<file path="src/astc_pkg.sv">
// Operation
// - shared sample time is field value plus two conversion clock periods.
// - a shared trigger starts sampling first, then conversion follows.
// - each scanned input takes sample count plus resolution bits plus three periods.
// - ref ready enable set raises interrupt when ref ready flag sets.
// - ref fault enable set raises interrupt when ref fault flag sets.
// - scan end enable set raises interrupt when scan end flag sets.
// - override bit selects global or early enable registers for data interrupts.
// - early data interrupt comes select clocks before conversion end.
// - per dedicated converter, bits 8-13 choose presynchronized triggers.
// - per dedicated converter, bits 0-5 sync the first sample after idle.
// - dedicated converter control and results stay on the native input slot.
package astc_pkg;
  localparam logic [3:0] ADDR_CONTROL_TWO = 4'h0;
  localparam logic [3:0] ADDR_TRIGGER_MODE = 4'h1;
  localparam logic [3:0] ADDR_CONTROL_ONE = 4'h2;
  localparam logic [3:0] ADDR_STATUS = 4'h3;
  localparam logic [3:0] ADDR_MASK = 4'h4;
  localparam logic [3:0] ADDR_GLOBAL_EN = 4'h5;
  localparam logic [3:0] ADDR_EARLY_EN = 4'h6;
  localparam logic [3:0] ADDR_SCAN_LIST = 4'h7;
  localparam logic [31:0] CONTROL_TWO_MASK = 32'h03FF_F700;
  localparam logic [31:0] TRIGGER_MODE_MASK = 32'h0000_3F3F;
  localparam logic [31:0] CONTROL_TWO_RESET = 32'h0000_0000;
  localparam logic [31:0] TRIGGER_MODE_RESET = 32'h0000_0000;
  localparam int SAMPLE_LSB = 16;
  localparam int REF_READY_IEN_BIT = 15;
  localparam int REF_FAULT_IEN_BIT = 14;
  localparam int SCAN_END_IEN_BIT = 13;
  localparam int OVERRIDE_BIT = 12;
  localparam int LEAD_LSB = 8;
  localparam int PRESYNC_LSB = 8;
  localparam int SYNC_LSB = 0;
  localparam int RES_LSB = 0;
  localparam int NUM_DED = 6;
  localparam int NUM_IN = 8;
  localparam logic [10:0] SAMPLE_EXTRA = 11'h002;
  localparam logic [10:0] CONVERT_EXTRA = 11'h001;
  localparam int STAT_REF_READY = 0;
  localparam int STAT_REF_FAULT = 1;
  localparam int STAT_SCAN_END = 2;
  localparam int STAT_DATA = 3;
  localparam logic [6:0] DIVIDER_RESET = 7'h01;
  typedef enum logic [1:0] {
    RES_6_BIT, RES_8_BIT, RES_10_BIT, RES_12_BIT
  } astc_res_type;
endpackage

</file>
<file path="src/astc_tick.sv">
`timescale 1ns/1ns
// conversion clock enable: one pulse every divider+1 system clocks
module astc_tick (
  input wire logic mclk,
  input wire logic rst_n,
  input wire logic [6:0] divider,
  output logic tick
);
  import astc_pkg::*;
  logic [6:0] count;
  wire count_done = (count >= divider);
  always_ff @(posedge mclk) begin
    if (!rst_n) begin
      count <= 7'h00;
      tick <= 1'b0;
    end else begin
      count <= count_done ? 7'h00 : count + 7'h01;
      tick <= count_done;
    end
  end
endmodule

</file>
<file path="src/astc_dedicated.sv">
`timescale 1ns/1ns
// one dedicated converter: trigger conditioning and first-sample marking
module astc_dedicated (
  input wire logic mclk,
  input wire logic rst_n,
  input wire logic enable,
  input wire logic presync_sel,
  input wire logic sync_sel,
  input wire logic trig_raw,
  input wire logic trig_presync,
  input wire logic busy,
  output logic start,
  output logic start_sync
);
  import astc_pkg::*;
  logic meta;
  logic synced;
  logic synced_d;
  logic idle_seen;
  wire async_edge = synced & ~synced_d;
  // presynchronized source needs no extra stages
  wire fire = enable & (presync_sel ? trig_presync : async_edge);
  always_ff @(posedge mclk) begin
    if (!rst_n) begin
      meta <= 1'b0;
      synced <= 1'b0;
      synced_d <= 1'b0;
      idle_seen <= 1'b1;
      start <= 1'b0;
      start_sync <= 1'b0;
    end else begin
      meta <= trig_raw;
      synced <= meta;
      synced_d <= synced;
      start <= fire;
      start_sync <= fire & sync_sel & idle_seen;
      if (!enable || (!busy && !fire)) begin
        idle_seen <= 1'b1;
      end else if (fire) begin
        idle_seen <= 1'b0;
      end
    end
  end
endmodule

</file>
<file path="src/astc_top.sv">
// Design decisions made here: strobed register access and the address map.
`timescale 1ns/1ns
module astc_top (
  input wire logic mclk,
  input wire logic rst_n,
  input wire logic [3:0] reg_addr,
  input wire logic [31:0] reg_wdata,
  input wire logic reg_write,
  input wire logic reg_read,
  output logic [31:0] reg_rdata,
  input wire logic shared_trigger,
  input wire logic ref_ready_flag,
  input wire logic ref_fault_flag,
  input wire logic [astc_pkg::NUM_DED-1:0] ded_trig_raw,
  input wire logic [astc_pkg::NUM_DED-1:0] ded_trig_presync,
  input wire logic [astc_pkg::NUM_DED-1:0] ded_busy,
  output logic [astc_pkg::NUM_DED-1:0] ded_start,
  output logic [astc_pkg::NUM_DED-1:0] ded_start_sync,
  output logic shared_sampling,
  output logic shared_converting,
  output logic [2:0] shared_input,
  output logic data_irq,
  output logic irq
);
  import astc_pkg::*;

  // ----------------------------------------------------------
  // registers
  // ----------------------------------------------------------
  logic [31:0] adc_control_two;
  logic [31:0] dedicated_converter_trigger_mode;
  logic [8:0] control_one;
  logic [3:0] status;
  logic [3:0] mask;
  logic [NUM_IN-1:0] global_irq_enable;
  logic [NUM_IN-1:0] early_irq_enable;
  logic [NUM_IN-1:0] scan_list_select;

  wire wr_ctl2 = reg_write && reg_addr == ADDR_CONTROL_TWO;
  wire wr_trg = reg_write && reg_addr == ADDR_TRIGGER_MODE;
  wire wr_ctl1 = reg_write && reg_addr == ADDR_CONTROL_ONE;
  wire wr_mask = reg_write && reg_addr == ADDR_MASK;
  wire wr_gen = reg_write && reg_addr == ADDR_GLOBAL_EN;
  wire wr_een = reg_write && reg_addr == ADDR_EARLY_EN;
  wire wr_scan = reg_write && reg_addr == ADDR_SCAN_LIST;
  wire rd_status = reg_read && reg_addr == ADDR_STATUS;

  wire [9:0] shared_sample_count = adc_control_two[SAMPLE_LSB +: 10];
  wire ref_ready_irq_enable = adc_control_two[REF_READY_IEN_BIT];
  wire ref_fault_irq_enable = adc_control_two[REF_FAULT_IEN_BIT];
  wire scan_end_irq_enable = adc_control_two[SCAN_END_IEN_BIT];
  wire early_irq_override = adc_control_two[OVERRIDE_BIT];
  wire [2:0] early_irq_lead_select = adc_control_two[LEAD_LSB +: 3];
  wire [1:0] resolution_select = control_one[RES_LSB +: 2];
  wire [6:0] conversion_clock_divider = control_one[8:2];

  always_ff @(posedge mclk) begin
    if (!rst_n) begin
      adc_control_two <= CONTROL_TWO_RESET;
    end else if (wr_ctl2) begin
      adc_control_two <= reg_wdata & CONTROL_TWO_MASK;
    end
  end

  always_ff @(posedge mclk) begin
    if (!rst_n) begin
      dedicated_converter_trigger_mode <= TRIGGER_MODE_RESET;
    end else if (wr_trg) begin
      dedicated_converter_trigger_mode <=
        reg_wdata & TRIGGER_MODE_MASK;
    end
  end

  always_ff @(posedge mclk) begin
    if (!rst_n) begin
      control_one <= {DIVIDER_RESET, 2'b11};
    end else if (wr_ctl1) begin
      control_one <= reg_wdata[8:0];
    end
  end

  always_ff @(posedge mclk) begin
    if (!rst_n) begin
      mask <= 4'h0;
    end else if (wr_mask) begin
      mask <= reg_wdata[3:0];
    end
  end

  always_ff @(posedge mclk) begin
    if (!rst_n) begin
      global_irq_enable <= 8'h00;
    end else if (wr_gen) begin
      global_irq_enable <= reg_wdata[NUM_IN-1:0];
    end
  end

  always_ff @(posedge mclk) begin
    if (!rst_n) begin
      early_irq_enable <= 8'h00;
    end else if (wr_een) begin
      early_irq_enable <= reg_wdata[NUM_IN-1:0];
    end
  end

  always_ff @(posedge mclk) begin
    if (!rst_n) begin
      scan_list_select <= 8'h01;
    end else if (wr_scan) begin
      scan_list_select <= reg_wdata[NUM_IN-1:0];
    end
  end

  // ----------------------------------------------------------
  // conversion clock enable
  // ----------------------------------------------------------
  logic tad_tick;
  astc_tick u_tick (
    .mclk(mclk),
    .rst_n(rst_n),
    .divider(conversion_clock_divider),
    .tick(tad_tick)
  );

  // ----------------------------------------------------------
  // shared converter sequencer
  // ----------------------------------------------------------
  typedef enum logic [1:0] {
    SH_IDLE, SH_SAMPLE, SH_CONVERT
  } astc_shared_type;
  astc_shared_type state;
  astc_shared_type next_state;
  logic [10:0] tad_count;
  logic [2:0] input_idx;
  logic trig_meta;
  logic trig_sync;
  logic trig_sync_d;
  logic scan_end_event;
  logic data_event;

  wire trig_edge = trig_sync & ~trig_sync_d;
  wire [10:0] sample_len = {1'b0, shared_sample_count} + SAMPLE_EXTRA;
  // conversion bits for each resolution code
  wire [10:0] res_bits =
    (resolution_select == RES_6_BIT) ? 11'h006 :
    (resolution_select == RES_8_BIT) ? 11'h008 :
    (resolution_select == RES_10_BIT) ? 11'h00A : 11'h00C;
  wire [10:0] convert_len = res_bits + CONVERT_EXTRA;
  wire [10:0] lead = {8'h00, early_irq_lead_select} + 11'h001;
  wire sample_done = tad_tick && tad_count == sample_len - 11'h001;
  wire convert_done = tad_tick && tad_count == convert_len - 11'h001;
  // early point: lead minus one clocks before conversion ends
  wire early_point = tad_tick && state == SH_CONVERT &&
    tad_count + lead == convert_len;
  wire [NUM_IN-1:0] cur_onehot = 8'h01 << input_idx;
  wire [NUM_IN-1:0] later_mask = ~((cur_onehot << 1) - 8'h01);
  wire [NUM_IN-1:0] later = scan_list_select & later_mask;
  wire more_inputs = |later;
  logic [2:0] next_idx;
  logic [2:0] first_idx;
  always_comb begin
    next_idx = input_idx;
    first_idx = 3'h0;
    for (int i = NUM_IN - 1; i >= 0; i--) begin
      if (later[i]) begin
        next_idx = 3'(i);
      end
      if (scan_list_select[i]) begin
        first_idx = 3'(i);
      end
    end
  end

  always_comb begin
    next_state = state;
    case (state)
      SH_IDLE: begin
        if (trig_edge) begin
          next_state = SH_SAMPLE;
        end
      end
      SH_SAMPLE: begin
        if (sample_done) begin
          next_state = SH_CONVERT;
        end
      end
      SH_CONVERT: begin
        if (convert_done) begin
          next_state = more_inputs ? SH_SAMPLE : SH_IDLE;
        end
      end
      default: begin
        next_state = SH_IDLE;
      end
    endcase
  end

  // data interrupt source: override picks global enables
  wire [NUM_IN-1:0] data_enables =
    early_irq_override ? global_irq_enable : early_irq_enable;
  wire data_fire = early_irq_override ? convert_done : early_point;
  wire data_hit = data_fire && state == SH_CONVERT &&
    data_enables[input_idx];

  // pin level passes two stages before the edge detector reads it
  always_ff @(posedge mclk) begin
    if (!rst_n) begin
      trig_meta <= 1'b0;
      trig_sync <= 1'b0;
      trig_sync_d <= 1'b0;
    end else begin
      trig_meta <= shared_trigger;
      trig_sync <= trig_meta;
      trig_sync_d <= trig_sync;
    end
  end

  always_ff @(posedge mclk) begin
    if (!rst_n) begin
      state <= SH_IDLE;
      tad_count <= 11'h000;
      input_idx <= 3'h0;
      scan_end_event <= 1'b0;
      data_event <= 1'b0;
    end else begin
      state <= next_state;
      scan_end_event <= state == SH_CONVERT && convert_done && !more_inputs;
      data_event <= data_hit;
      // each phase counts its ticks from zero
      if (state != next_state) begin
        tad_count <= 11'h000;
      end else if (tad_tick) begin
        tad_count <= tad_count + 11'h001;
      end
      if (state == SH_IDLE && trig_edge) begin
        input_idx <= first_idx;
      end else if (state == SH_CONVERT && convert_done && more_inputs) begin
        input_idx <= next_idx;
      end
    end
  end

  // ----------------------------------------------------------
  // status and interrupt
  // ----------------------------------------------------------
  logic ready_d;
  logic fault_m;
  logic fault_s;
  logic fault_d;
  logic ready_m;
  logic ready_s;
  wire [3:0] events = {
    data_event,
    scan_end_event & scan_end_irq_enable,
    fault_s & ~fault_d & ref_fault_irq_enable,
    ready_s & ~ready_d & ref_ready_irq_enable
  };
  // a new event wins over the clearing read
  wire [3:0] next_status = (rd_status ? 4'h0 : status) | events;

  // reference flags pass two stages before the edge detectors
  always_ff @(posedge mclk) begin
    if (!rst_n) begin
      ready_m <= 1'b0;
      ready_s <= 1'b0;
      ready_d <= 1'b0;
      fault_m <= 1'b0;
      fault_s <= 1'b0;
      fault_d <= 1'b0;
    end else begin
      ready_m <= ref_ready_flag;
      ready_s <= ready_m;
      ready_d <= ready_s;
      fault_m <= ref_fault_flag;
      fault_s <= fault_m;
      fault_d <= fault_s;
    end
  end

  always_ff @(posedge mclk) begin
    if (!rst_n) begin
      status <= 4'h0;
      irq <= 1'b0;
      data_irq <= 1'b0;
    end else begin
      status <= next_status;
      irq <= |(next_status & mask);
      data_irq <= data_hit;
    end
  end

  // ----------------------------------------------------------
  // dedicated converters
  // ----------------------------------------------------------
  genvar g;
  generate
    for (g = 0; g < NUM_DED; g++) begin : gen_ded
      // control always belongs to the native slot of converter g
      astc_dedicated u_ded (
        .mclk(mclk),
        .rst_n(rst_n),
        .enable(1'b1),
        .presync_sel(dedicated_converter_trigger_mode[PRESYNC_LSB + g]),
        .sync_sel(dedicated_converter_trigger_mode[SYNC_LSB + g]),
        .trig_raw(ded_trig_raw[g]),
        .trig_presync(ded_trig_presync[g]),
        .busy(ded_busy[g]),
        .start(ded_start[g]),
        .start_sync(ded_start_sync[g])
      );
    end
  endgenerate

  // ----------------------------------------------------------
  // outputs and read back
  // ----------------------------------------------------------
  logic [31:0] rd_value;
  always_comb begin
    case (reg_addr)
      ADDR_CONTROL_TWO: rd_value = adc_control_two;
      ADDR_TRIGGER_MODE: rd_value = dedicated_converter_trigger_mode;
      ADDR_CONTROL_ONE: rd_value = {23'h0, control_one};
      ADDR_STATUS: rd_value = {28'h0, status};
      ADDR_MASK: rd_value = {28'h0, mask};
      ADDR_GLOBAL_EN: rd_value = {24'h0, global_irq_enable};
      ADDR_EARLY_EN: rd_value = {24'h0, early_irq_enable};
      ADDR_SCAN_LIST: rd_value = {24'h0, scan_list_select};
      default: rd_value = 32'h0;
    endcase
  end
  always_ff @(posedge mclk) begin
    if (!rst_n) begin
      reg_rdata <= 32'h0;
      shared_sampling <= 1'b0;
      shared_converting <= 1'b0;
      shared_input <= 3'h0;
    end else begin
      reg_rdata <= reg_read ? rd_value : 32'h0;
      shared_sampling <= next_state == SH_SAMPLE;
      shared_converting <= next_state == SH_CONVERT;
      shared_input <= input_idx;
    end
  end
endmodule

</file>
<file path="config.mk">
export PLATFORM = sky130hd
export DESIGN_NAME = astc_top
export DESIGN_NICKNAME = d
export VERILOG_FILES = /design/src/astc_pkg.sv /design/src/astc_tick.sv /design/src/astc_dedicated.sv /design/src/astc_top.sv
export SDC_FILE = /design/constraint.sdc
export NUM_CORES = 1
export LEC_CHECK = 0
export BUFFER_PORTS_ARGS = -buffer_cell sky130_fd_sc_hd__buf_2
export CORE_ASPECT_RATIO = 1.5
export CORE_UTILIZATION = 30
export CTS_CLUSTER_DIAMETER = 40
export DETAILED_ROUTE_END_ITERATION = 8
export MAX_ROUTING_LAYER = met4
export PLACE_DENSITY = 0.43
export SLEW_MARGIN = 5
export SYNTH_ARGS = -nofsm -noshare
export SYNTH_HDL_FRONTEND = slang
export SYNTH_SLANG_ARGS = --single-unit
</file>
<file path="constraint.sdc">
create_clock -name mclk -period 3.5 [get_ports mclk]
set_clock_uncertainty 0.2 [all_clocks]
set_input_delay 0.7 -clock mclk [delete_from_list [all_inputs] [get_ports mclk]]
set_output_delay 0.7 -clock mclk [all_outputs]
set_load 0.005 [all_outputs]
</file>
; ---- Word-level counts from Yosys, hierarchy flattened
; Cells that the tools add are included.
[word_totals]
word_cells = 224
out_inout_bits = 51
inputBits = 61
ff_bits = 179
[op_classes]
muxes = 38
n_addsub = 9
eq_ne = 17
bitwise_logic = 38
order_cmp = 2
shift = 1
n_reduce_logical = 54
[ops]
columns = op, count
row1 = $pmux 26 s8, 1
row2 = $mux 3, 20
row3 = $and 1x1->1, 24
row4 = $logic_and 1x1->1, 24
row5 = $eq 11x11->1, 2
row6 = $eq 4x3->1 const B, 4
row7 = $reduce_or 2->1, 8
row8 = $logic_not 1->1, 13
row9 = $add 10x2->11 const B, 1
row10 = $add 11x1->11 const B, 1
row11 = $add 11x4->11, 1
row12 = $eq 11x5->1, 1
row13 = $sub 11x1->11 const B, 1
row14 = $not 1->1, 10
row15 = $mux 1, 9
row16 = $reduce_bool 9->1, 1
row17 = $and 8x8->8, 1
row18 = $eq 4x2->1 const B, 2
row19 = $mux 4, 2
row20 = $mux 8, 1
row21 = $not 8->8, 1
row22 = $reduce_or 8->1, 1
row23 = $sub 8x1->8 const B, 1
row24 = $add 7x1->7 const B, 1
row25 = other kinds (20), 28

; ---- Logic depth before layout (Yosys ltp)
; Gate-level depths: netlist (run 1).
[logic_depth]
depth_word = 14
depth_mapped = 11
ltp_nobuf = 9

; ---- Cells and area by module
; From an unflattened synthesis (run 1), not the netlist that was laid out.
[hier_totals]
cells_unflattened = 878
area_unflattened_um2 = 7513.5
[by_module_without_submodules]
columns = module, area_each_um2, n_inst, seq_area_each_um2, cells_each
row1 = astc_top, 5915.7, 1, 2582.5, 722
row2 = astc_dedicated, 186.4, 6, 120.1, 17
row3 = astc_tick, 479.2, 1, 160.2, 54

; ---- Least setup slack after synthesis (run 1)
; Ideal clock, no wire load.
[synth_timing]
path_type = register to register
from = register input_idx[0]
to = register input_idx[2]
synth_period_minus_slack_ns = 2.791
setup_time_ns = 0.133
arrival_time_ns = 2.458
slack_ns = 0.709
required_time_ns = 3.167
path_stages_with_launch = 12
n_path_buf = 2
path_cell_list = dfxtp_1 buf_2 nor3_1 inv_1 ha_1 buf_4 or3b_2 a21oi_1 o21ai_0 o2111ai_2 and2_1 a211oi_1
[synth_via]
elab_chain_len = 13
elab_cells_between_ends = 18
cone_classes = add/sub (1) / shift (1) / mux (9) / bitwise (2) / reduce/logical (5)
[synth_lines]
columns = item, line_no
row1 = start: declaration, astc_top.sv:134  ; logic [2:0] input_idx;
row2 = start signal: assignment, astc_top.sv:236  ; input_idx <= first_idx;
row3 = start signal: assignment, astc_top.sv:238  ; input_idx <= next_idx;
row4 = $shl 1x3->7 *, astc_top.sv:155  ; wire [NUM_IN-1:0] cur_onehot = 8'h01 << input_idx;
row5 = $sub 8x1->8 *, astc_top.sv:156  ; wire [NUM_IN-1:0] later_mask = ~((cur_onehot << 1) - 8'h01);
row6 = $not 8->8 *, astc_top.sv:156
row7 = $and 8x8->8 *, astc_top.sv:157  ; wire [NUM_IN-1:0] later = scan_list_select & later_mask;
row8 = $mux 3 (7 in series), astc_top.sv:165  ; if (later[i]) begin
row9 = $mux 3, astc_top.sv:237  ; end else if (state == SH_CONVERT && convert_done && more_inputs) begin
row10 = $mux 3, astc_top.sv:235  ; if (state == SH_IDLE && trig_edge) begin
; Mark *: on every way between the ends. The rest lies on a longest branch, timed or not. The select of a mux whose other input is x is not followed.
; A chain may end at the register's enable or synchronous reset.

; ---- Worst setup path in the final report (run 1)
[layout_timing]
from = register input_idx[1]
to = register shared_sampling
[layout_via]
elab_chain_len = 9
[layout_lines]
columns = item, line_no
row1 = $shl 1x3->7, astc_top.sv:155
row2 = $sub 8x1->8, astc_top.sv:156
row3 = $not 8->8, astc_top.sv:156
row4 = $and 8x8->8, astc_top.sv:157
row5 = $reduce_or 8->1, astc_top.sv:158  ; wire more_inputs = |later;
row6 = $mux 1, astc_top.sv:189  ; next_state = more_inputs ? SH_SAMPLE : SH_IDLE;
row7 = $mux 2, astc_top.sv:188  ; if (convert_done) begin
row8 = $pmux 2 s3, astc_top.sv:176  ; case (state)
row9 = $eq 2x1->1, astc_top.sv:339  ; shared_sampling <= next_state == SH_SAMPLE;
row10 = end signal: assignment, astc_top.sv:334  ; shared_sampling <= 1'b0;
row11 = end signal: assignment, astc_top.sv:339
row12 = end: declaration, astc_top.sv:19  ; output logic shared_sampling,
; Every way passes these cells.

==> results of run 1 <==
-- cells by family (layout without fill, tap and decap cells) --
logic type	after synthesis	in the layout	share of synthesized area [%]
compound gates	179	179	14.5
mux	23	23	3.72
buf+inv	101	187	6.12
simple gates	372	372	23.4
fa+ha+maj	17	17	2.89
flops	173	173	45.5
xor+xnor	33	33	3.80
other cells	1	7	0.0493
-- worst max-delay path: stages, from the launching register on --
cell and delay, ns:
dfxtp_1 0.45, nor3_1 0.43, inv_1 0.11, ha_1 0.30
or3b_2 0.49, a21oi_1 0.17, o21ai_0 0.16, o2111ai_2 0.35
and2_1 0.26, o22ai_1 0.10
-- cell usage after synthesis (12+ instances only) --
cell | instances | area share, %
a21oi_1 | 89 | 5.9
a22oi_1 | 13 | 1.3
and2_1 | 45 | 3.7
and3_1 | 12 | 0.99
buf_4 | 20 | 2.0
clkbuf_1 | 36 | 1.8
dfxtp_1 | 173 | 46
ha_1 | 16 | 2.6
inv_1 | 35 | 1.7
mux2i_1 | 17 | 2.2
nand2_1 | 147 | 7.2
nand3_1 | 41 | 2.7
nor2_1 | 61 | 3.0
nor3_1 | 15 | 0.99
o21ai_0 | 16 | 1.1
xnor2_1 | 19 | 2.2
xor2_1 | 14 | 1.6
-- report_power, final --
part / internal, mW / switching (mW)
Combinational: 0.185 / 0.262
Sequential: 2.02 / 0.0414
Clock: 1.02 / 0.909
Total: 3.23 / 1.21
-- stage by stage --
stage | util (%) | instances
after floorplan | - | 904
after CTS | 35.9 | 1318
final | 35.9 | 1319
after detailed placement | 33.5 | 1286
after global placement | 33.5 | 1286
after global routing | 35.9 | 1319
-- metal layers --
metal | vias to the layer above | wire length [um] | global-route usage [%]
met2 | 108 | 12000 | 33.3
met1 | 2998 | 9300 | 19.7
met3 | 27 | 563 | 3.23
met4 | 0 | 735 | 8.83
li1 | 3214 | - | -
met5 | - | 0 | -
-- layout make-up --
cell class              instances  area, um^2
well taps                     328         410
clock buffers                  17         425
diodes                          1        2.50
fillers                      2616       16000
repair buffers                120         653
clock inverters                15         175
inverters                      35         131
flip-flops and latches        173        3460
multi-input cells             630        3700
-- state kept, by name, indices dropped and copies added, names as in the netlist, 6 cells and up --
register	count
reg_rdata	26
adc_control_two	17
dedicated_converter_trigger_mode	12
tad_count	11
control_one	9
early_irq_enable	8
global_irq_enable	8
scan_list_select	8
u_tick.count	7
gen_ded.u_ded.idle_seen	6
gen_ded.u_ded.meta	6
gen_ded.u_ded.start	6
gen_ded.u_ded.start_sync	6
gen_ded.u_ded.synced	6
gen_ded.u_ded.synced_d	6
-- worst max path at each step --
stage	to	slack, ns	cells after the start
floorplan	input_idx[2]	0.71	11
global placement	shared_sampling	0.38	9
detailed placement	shared_sampling	0.39	9
CTS	shared_sampling	0.36	9
global route	shared_sampling	0.10	9
finish	shared_sampling	0.35	9
==> flow_metrics.env, run 1 <==
export IMPL_remaining_drc_errors=0
export IMPL_fp_dieW_um=132
export IMPL_rsz0062_at_grt="false"
export IMPL_r2r_slack_ns=0.35
export IMPL_worstSetupPathType="flip-flop to flip-flop"
export IMPL_grtUsageTotal_pct=18.6
export IMPL_p_per_area_nw_per_um2=496
export IMPL_grt_pass1_wl_um=35600
export IMPL_timing_hold_ws_ns=0.231
export IMPL_final_area_um2=8960
export IMPL_critical_path_startpoint="input_idx[1]"
export IMPL_clk_latency_ns=0.45
export IMPL_worst_pin_slew_ns=1.17
export IMPL_fp_dieH_um=197
export IMPL_grt_max_degree=50
export IMPL_cts_max_level=4
export IMPL_clock_sinks=173
export IMPL_core_area_um2=25000
export IMPL_cts_root_buf="clkbuf_16"
export IMPL_worstPathRequired_ns=3.61
export IMPL_seq_area_frac_synth_pct=45.5
export IMPL_max_vdd_ir_drop_v=0.000358
export IMPL_reg2regPathDepth=9
export IMPL_via_per_inst=4.81
export IMPL_synth_ff_type="dfxtp_1"
export IMPL_reg2reg_to="shared_sampling"
export IMPL_hpwl_um=16600
export IMPL_avgSynthCellArea_um2=8.47
export IMPL_grt_ovfl_total=0
export IMPL_hold_buffers=0
export IMPL_io_pins=112
export IMPL_drv_slew=0
export IMPL_start_kind="flip-flop"
export IMPL_setup_violations=0
export IMPL_portBuffers=99
export IMPL_drive_gt1_share_pct=17.1
export IMPL_post_place_ws_ns=0.391
export IMPL_grt_pass1_vias=6242
export IMPL_syn_to_final_growth_pct=17.8
export IMPL_cts_buffers=17
export IMPL_place_congestion=0.818
export IMPL_ys_ff_latch=173
export IMPL_num_rows=71
export IMPL_status="finished clean"
export IMPL_ant_nets=0
export IMPL_synth_cells=899
export IMPL_async_flop_share_pct=0
export IMPL_cts_tree="built"
export IMPL_slew_headroom_pct=20.6
export IMPL_hold_viol_final=0
export IMPL_initial_core_util_pct=30.5
export IMPL_dieArea_um2=26000
export IMPL_reg2reg_from="input_idx[1]"
export IMPL_postCtsSetupRepairBufs=0
export IMPL_cp_arrival_ns=3.26
export IMPL_hold_path_class="flip-flop to flip-flop"
export IMPL_cp_max_fo=12
export IMPL_dr_pass1_iters=4
export IMPL_p_leak_nw=3.58
export IMPL_synth_edf_count=0
export IMPL_antenna_found_initial=1
export IMPL_power_total_mw=4.44
export IMPL_cp_end_kind="flip-flop"
export IMPL_wl_um=22600
export IMPL_wl_per_cell_um=17.1
export IMPL_path_clk_slew_ns=0.07
export IMPL_timing_fmax_mhz=318
export IMPL_hold_path_endpoint="ready_s"
export IMPL_final_common_cell="dfxtp_1"
export IMPL_setup_ws_ns=0.351
export IMPL_layout_common_cells="dfxtp_1 (173), nand2_1 (147), buf_2 (99)"
export IMPL_worstHoldPathCells=1
export IMPL_fin_crit_sh_pct=90.0
export IMPL_placed_cell_area_um2=8360
export IMPL_drt_iter0_markers=360
export IMPL_syn_area_um2=7610
export IMPL_setup_tns_ns=0
export IMPL_vias=6347
export IMPL_hold_start="ready_m"
export IMPL_cts_max_path_buffers=2
export IMPL_period_needed_ns=3.15
export IMPL_synth_cell_types=60
export IMPL_post_cts_resized=0
export IMPL_nNetsFinal=1055
export IMPL_ys_warn_count=0
export IMPL_drv_max_cap_violation_count=0
Power figures use the tool's default switching activity.
==> run 2, diff against run 1 <==
CTS_BUF_LIST = sky130_fd_sc_hd__clkbuf_4   (was unset)
==> run 2 against run 1 <==
- clock-buffer cell count unchanged
- worst setup slack better by 0.0046 ns
- non-clock buffer count up 4
- design area down 2.8%
- maximum frequency up 0.15%
- power down 16%
- wire length down 0.15%
- clock power down 37%
- global-route usage down 0.067 points
- critical path depth unchanged
- utilization down 1.0 points
==> flow_metrics.env, run 2 (synthesized netlist as in run 1, its figures left out) <==
export IMPL_use_met1_pct=19.7
export IMPL_max_vdd_ir_drop_v=0.000195
export IMPL_drv_max_cap_violation_count=0
export IMPL_worst_pin_slew_ns=1.21
export IMPL_cp_arrival_ns=3.43
export IMPL_reg2reg_to="shared_sampling"
export IMPL_grtUsageTotal_pct=18.5
export IMPL_clk_latency_ns=0.60
export IMPL_grt_max_degree=50
export IMPL_setup_tns_ns=0
export IMPL_seqPwrFrac_pct=55.5
export IMPL_grt_pass1_wl_um=35500
export IMPL_initial_core_util_pct=30.5
export IMPL_syn_to_final_growth_pct=14.4
export IMPL_cts_tree="built"
export IMPL_remaining_drc_errors=0
export IMPL_fin_crit_sh_pct=89.8
export IMPL_cp_end_kind="flip-flop"
export IMPL_p_int_mw=2.61
export IMPL_hpwl_um=16600
export IMPL_wl_per_cell_um=17.0
export IMPL_use_met2_pct=33.1
export IMPL_crit_end="shared_sampling"
export IMPL_layout_common_cells="dfxtp_1 (173), nand2_1 (147), buf_2 (99)"
export IMPL_drive_gt1_share_pct=17.0
export IMPL_cp_max_fo=12
export IMPL_fp_dieW_um=132
export IMPL_gr_max_usage_layer="met2"
export IMPL_switching_share_pct=30.0
export IMPL_setup_ws_ns=0.356
export IMPL_share_comb_of_total_power_pct=12.1
export IMPL_hold_viol_final=0
export IMPL_core_area_um2=25000
export IMPL_grt_util_met3_pct=3.59
export IMPL_post_cts_resized=0
export IMPL_via_per_inst=4.83
export IMPL_post_place_ws_ns=0.391
export IMPL_largest_register="reg_rdata"
export IMPL_dieArea_um2=26000
export IMPL_cts_root_buf="clkbuf_4"
export IMPL_p_leak_nw=3.46
export IMPL_period_needed_ns=3.14
export IMPL_rsz0062_at_grt="false"
export IMPL_timing_fmax_mhz=318
export IMPL_antenna_found_initial=2
export IMPL_cts_max_path_buffers=2
export IMPL_switchingPower_mw=1.12
export IMPL_hold_path_class="input pin to flip-flop"
export IMPL_setup_violations=0
export IMPL_hold_buffers=0
export IMPL_final_common_cell="dfxtp_1"
export IMPL_path_clk_slew_ns=0.15
export IMPL_fp_dieH_um=197
export IMPL_vias=6401
export IMPL_postCtsSetupRepairBufs=0
export IMPL_worstPathRequired_ns=3.78
export IMPL_largest_register_ffs=26
export IMPL_reg2regPathDepth=9
export IMPL_drv_slew=0
export IMPL_clock_sinks=173
export IMPL_power_total_mw=3.73
export IMPL_status="finished clean"
export IMPL_p_clk_share_pct=32.4
export IMPL_wl_um=22600
export IMPL_grt_pass1_vias=6210
export IMPL_portBuffers=99
export IMPL_r2r_slack_ns=0.36
export IMPL_nNetsFinal=1059
export IMPL_ant_nets=0
export IMPL_dr_pass1_iters=5
export IMPL_reg2reg_from="input_idx[1]"
export IMPL_largestRegisters="reg_rdata (26), adc_control_two (17), dedicated_converter_trigger_mode (12)"
export IMPL_cts_max_level=4
export IMPL_start_kind="flip-flop"
export IMPL_grt_ovfl_total=0
export IMPL_p_per_area_nw_per_um2=428
export IMPL_worstSetupPathType="flip-flop to flip-flop"
export IMPL_slew_headroom_pct=18.2
export IMPL_drt_iter0_markers=360
export IMPL_cts_buffers=17
export IMPL_io_pins=112
export IMPL_critical_path_startpoint="input_idx[1]"
export IMPL_place_congestion=0.818
export IMPL_num_rows=71
run 2: layout make-up:
type | count | area [um^2]
Sequential cell | 173 | 3460
Timing Repair Buffer | 124 | 693
Clock inverter | 15 | 175
Tap cell | 328 | 410
Fill cell | 2650 | 16300
Multi-Input combinational cell | 630 | 3700
Antenna cell | 2 | 5.00
Clock buffer | 17 | 128
Inverter | 35 | 131
run 2: per-stage QoR:
stage	hold slack (ns)	cells	area, um^2	util (%)
after CTS	0.0107	1318	8660	34.7
after global routing	0.0243	1324	8710	34.9
after global placement	0.217	1286	8360	33.5
after floorplan	0.212	904	7630	-
after detailed placement	0.219	1286	8360	33.5
final	0.0853	1324	8710	34.9
run 2: layer usage:
metal	vias up	part of all wire [%]	routed length [um]
met4	0	3.4	762
met5	-	0	0
met3	29	3.2	728
met1	3028	41	9150
li1	3225	-	-
met2	119	53	11900
run 2: worst min path at each step:
| stage | slack (ns) | from | depth (start not counted) | to |
|---|---|---|---|---|
| after floorplan | 0.21 | fault_m | 1 | fault_s |
| after global placement | 0.22 | gen_ded[3].u_ded.meta | 1 | gen_ded[3].u_ded.synced |
| after detailed placement | 0.22 | ready_m | 1 | ready_s |
| after CTS | 0.01 | ded_busy[1] | 2 | gen_ded[1].u_ded.idle_seen |
| after global routing | 0.02 | ded_busy[0] | 2 | gen_ded[0].u_ded.idle_seen |
| final | 0.09 | ded_busy[3] | 2 | gen_ded[3].u_ded.idle_seen |
run 2: power groups by stage:
stage          Clock [mW]  Combinational (mW)  Sequential [mW]
2_1_floorplan           0               0.296             2.10
3_3_place_gp            0               0.454             2.11
3_5_place_dp            0               0.456             2.11
4_1_cts              1.27               0.458             2.07
5_1_grt              1.35               0.503             2.08
6_report             1.21               0.451             2.07
run 2: worst max-delay path, cell delays in order (launching register included):
cell	delay (ns)
dfxtp_1	0.47
nor3_1	0.43
inv_1	0.11
ha_1	0.30
or3b_2	0.49
a21oi_1	0.17
o21ai_0	0.16
o2111ai_2	0.34
and2_1	0.26
o22ai_1	0.10
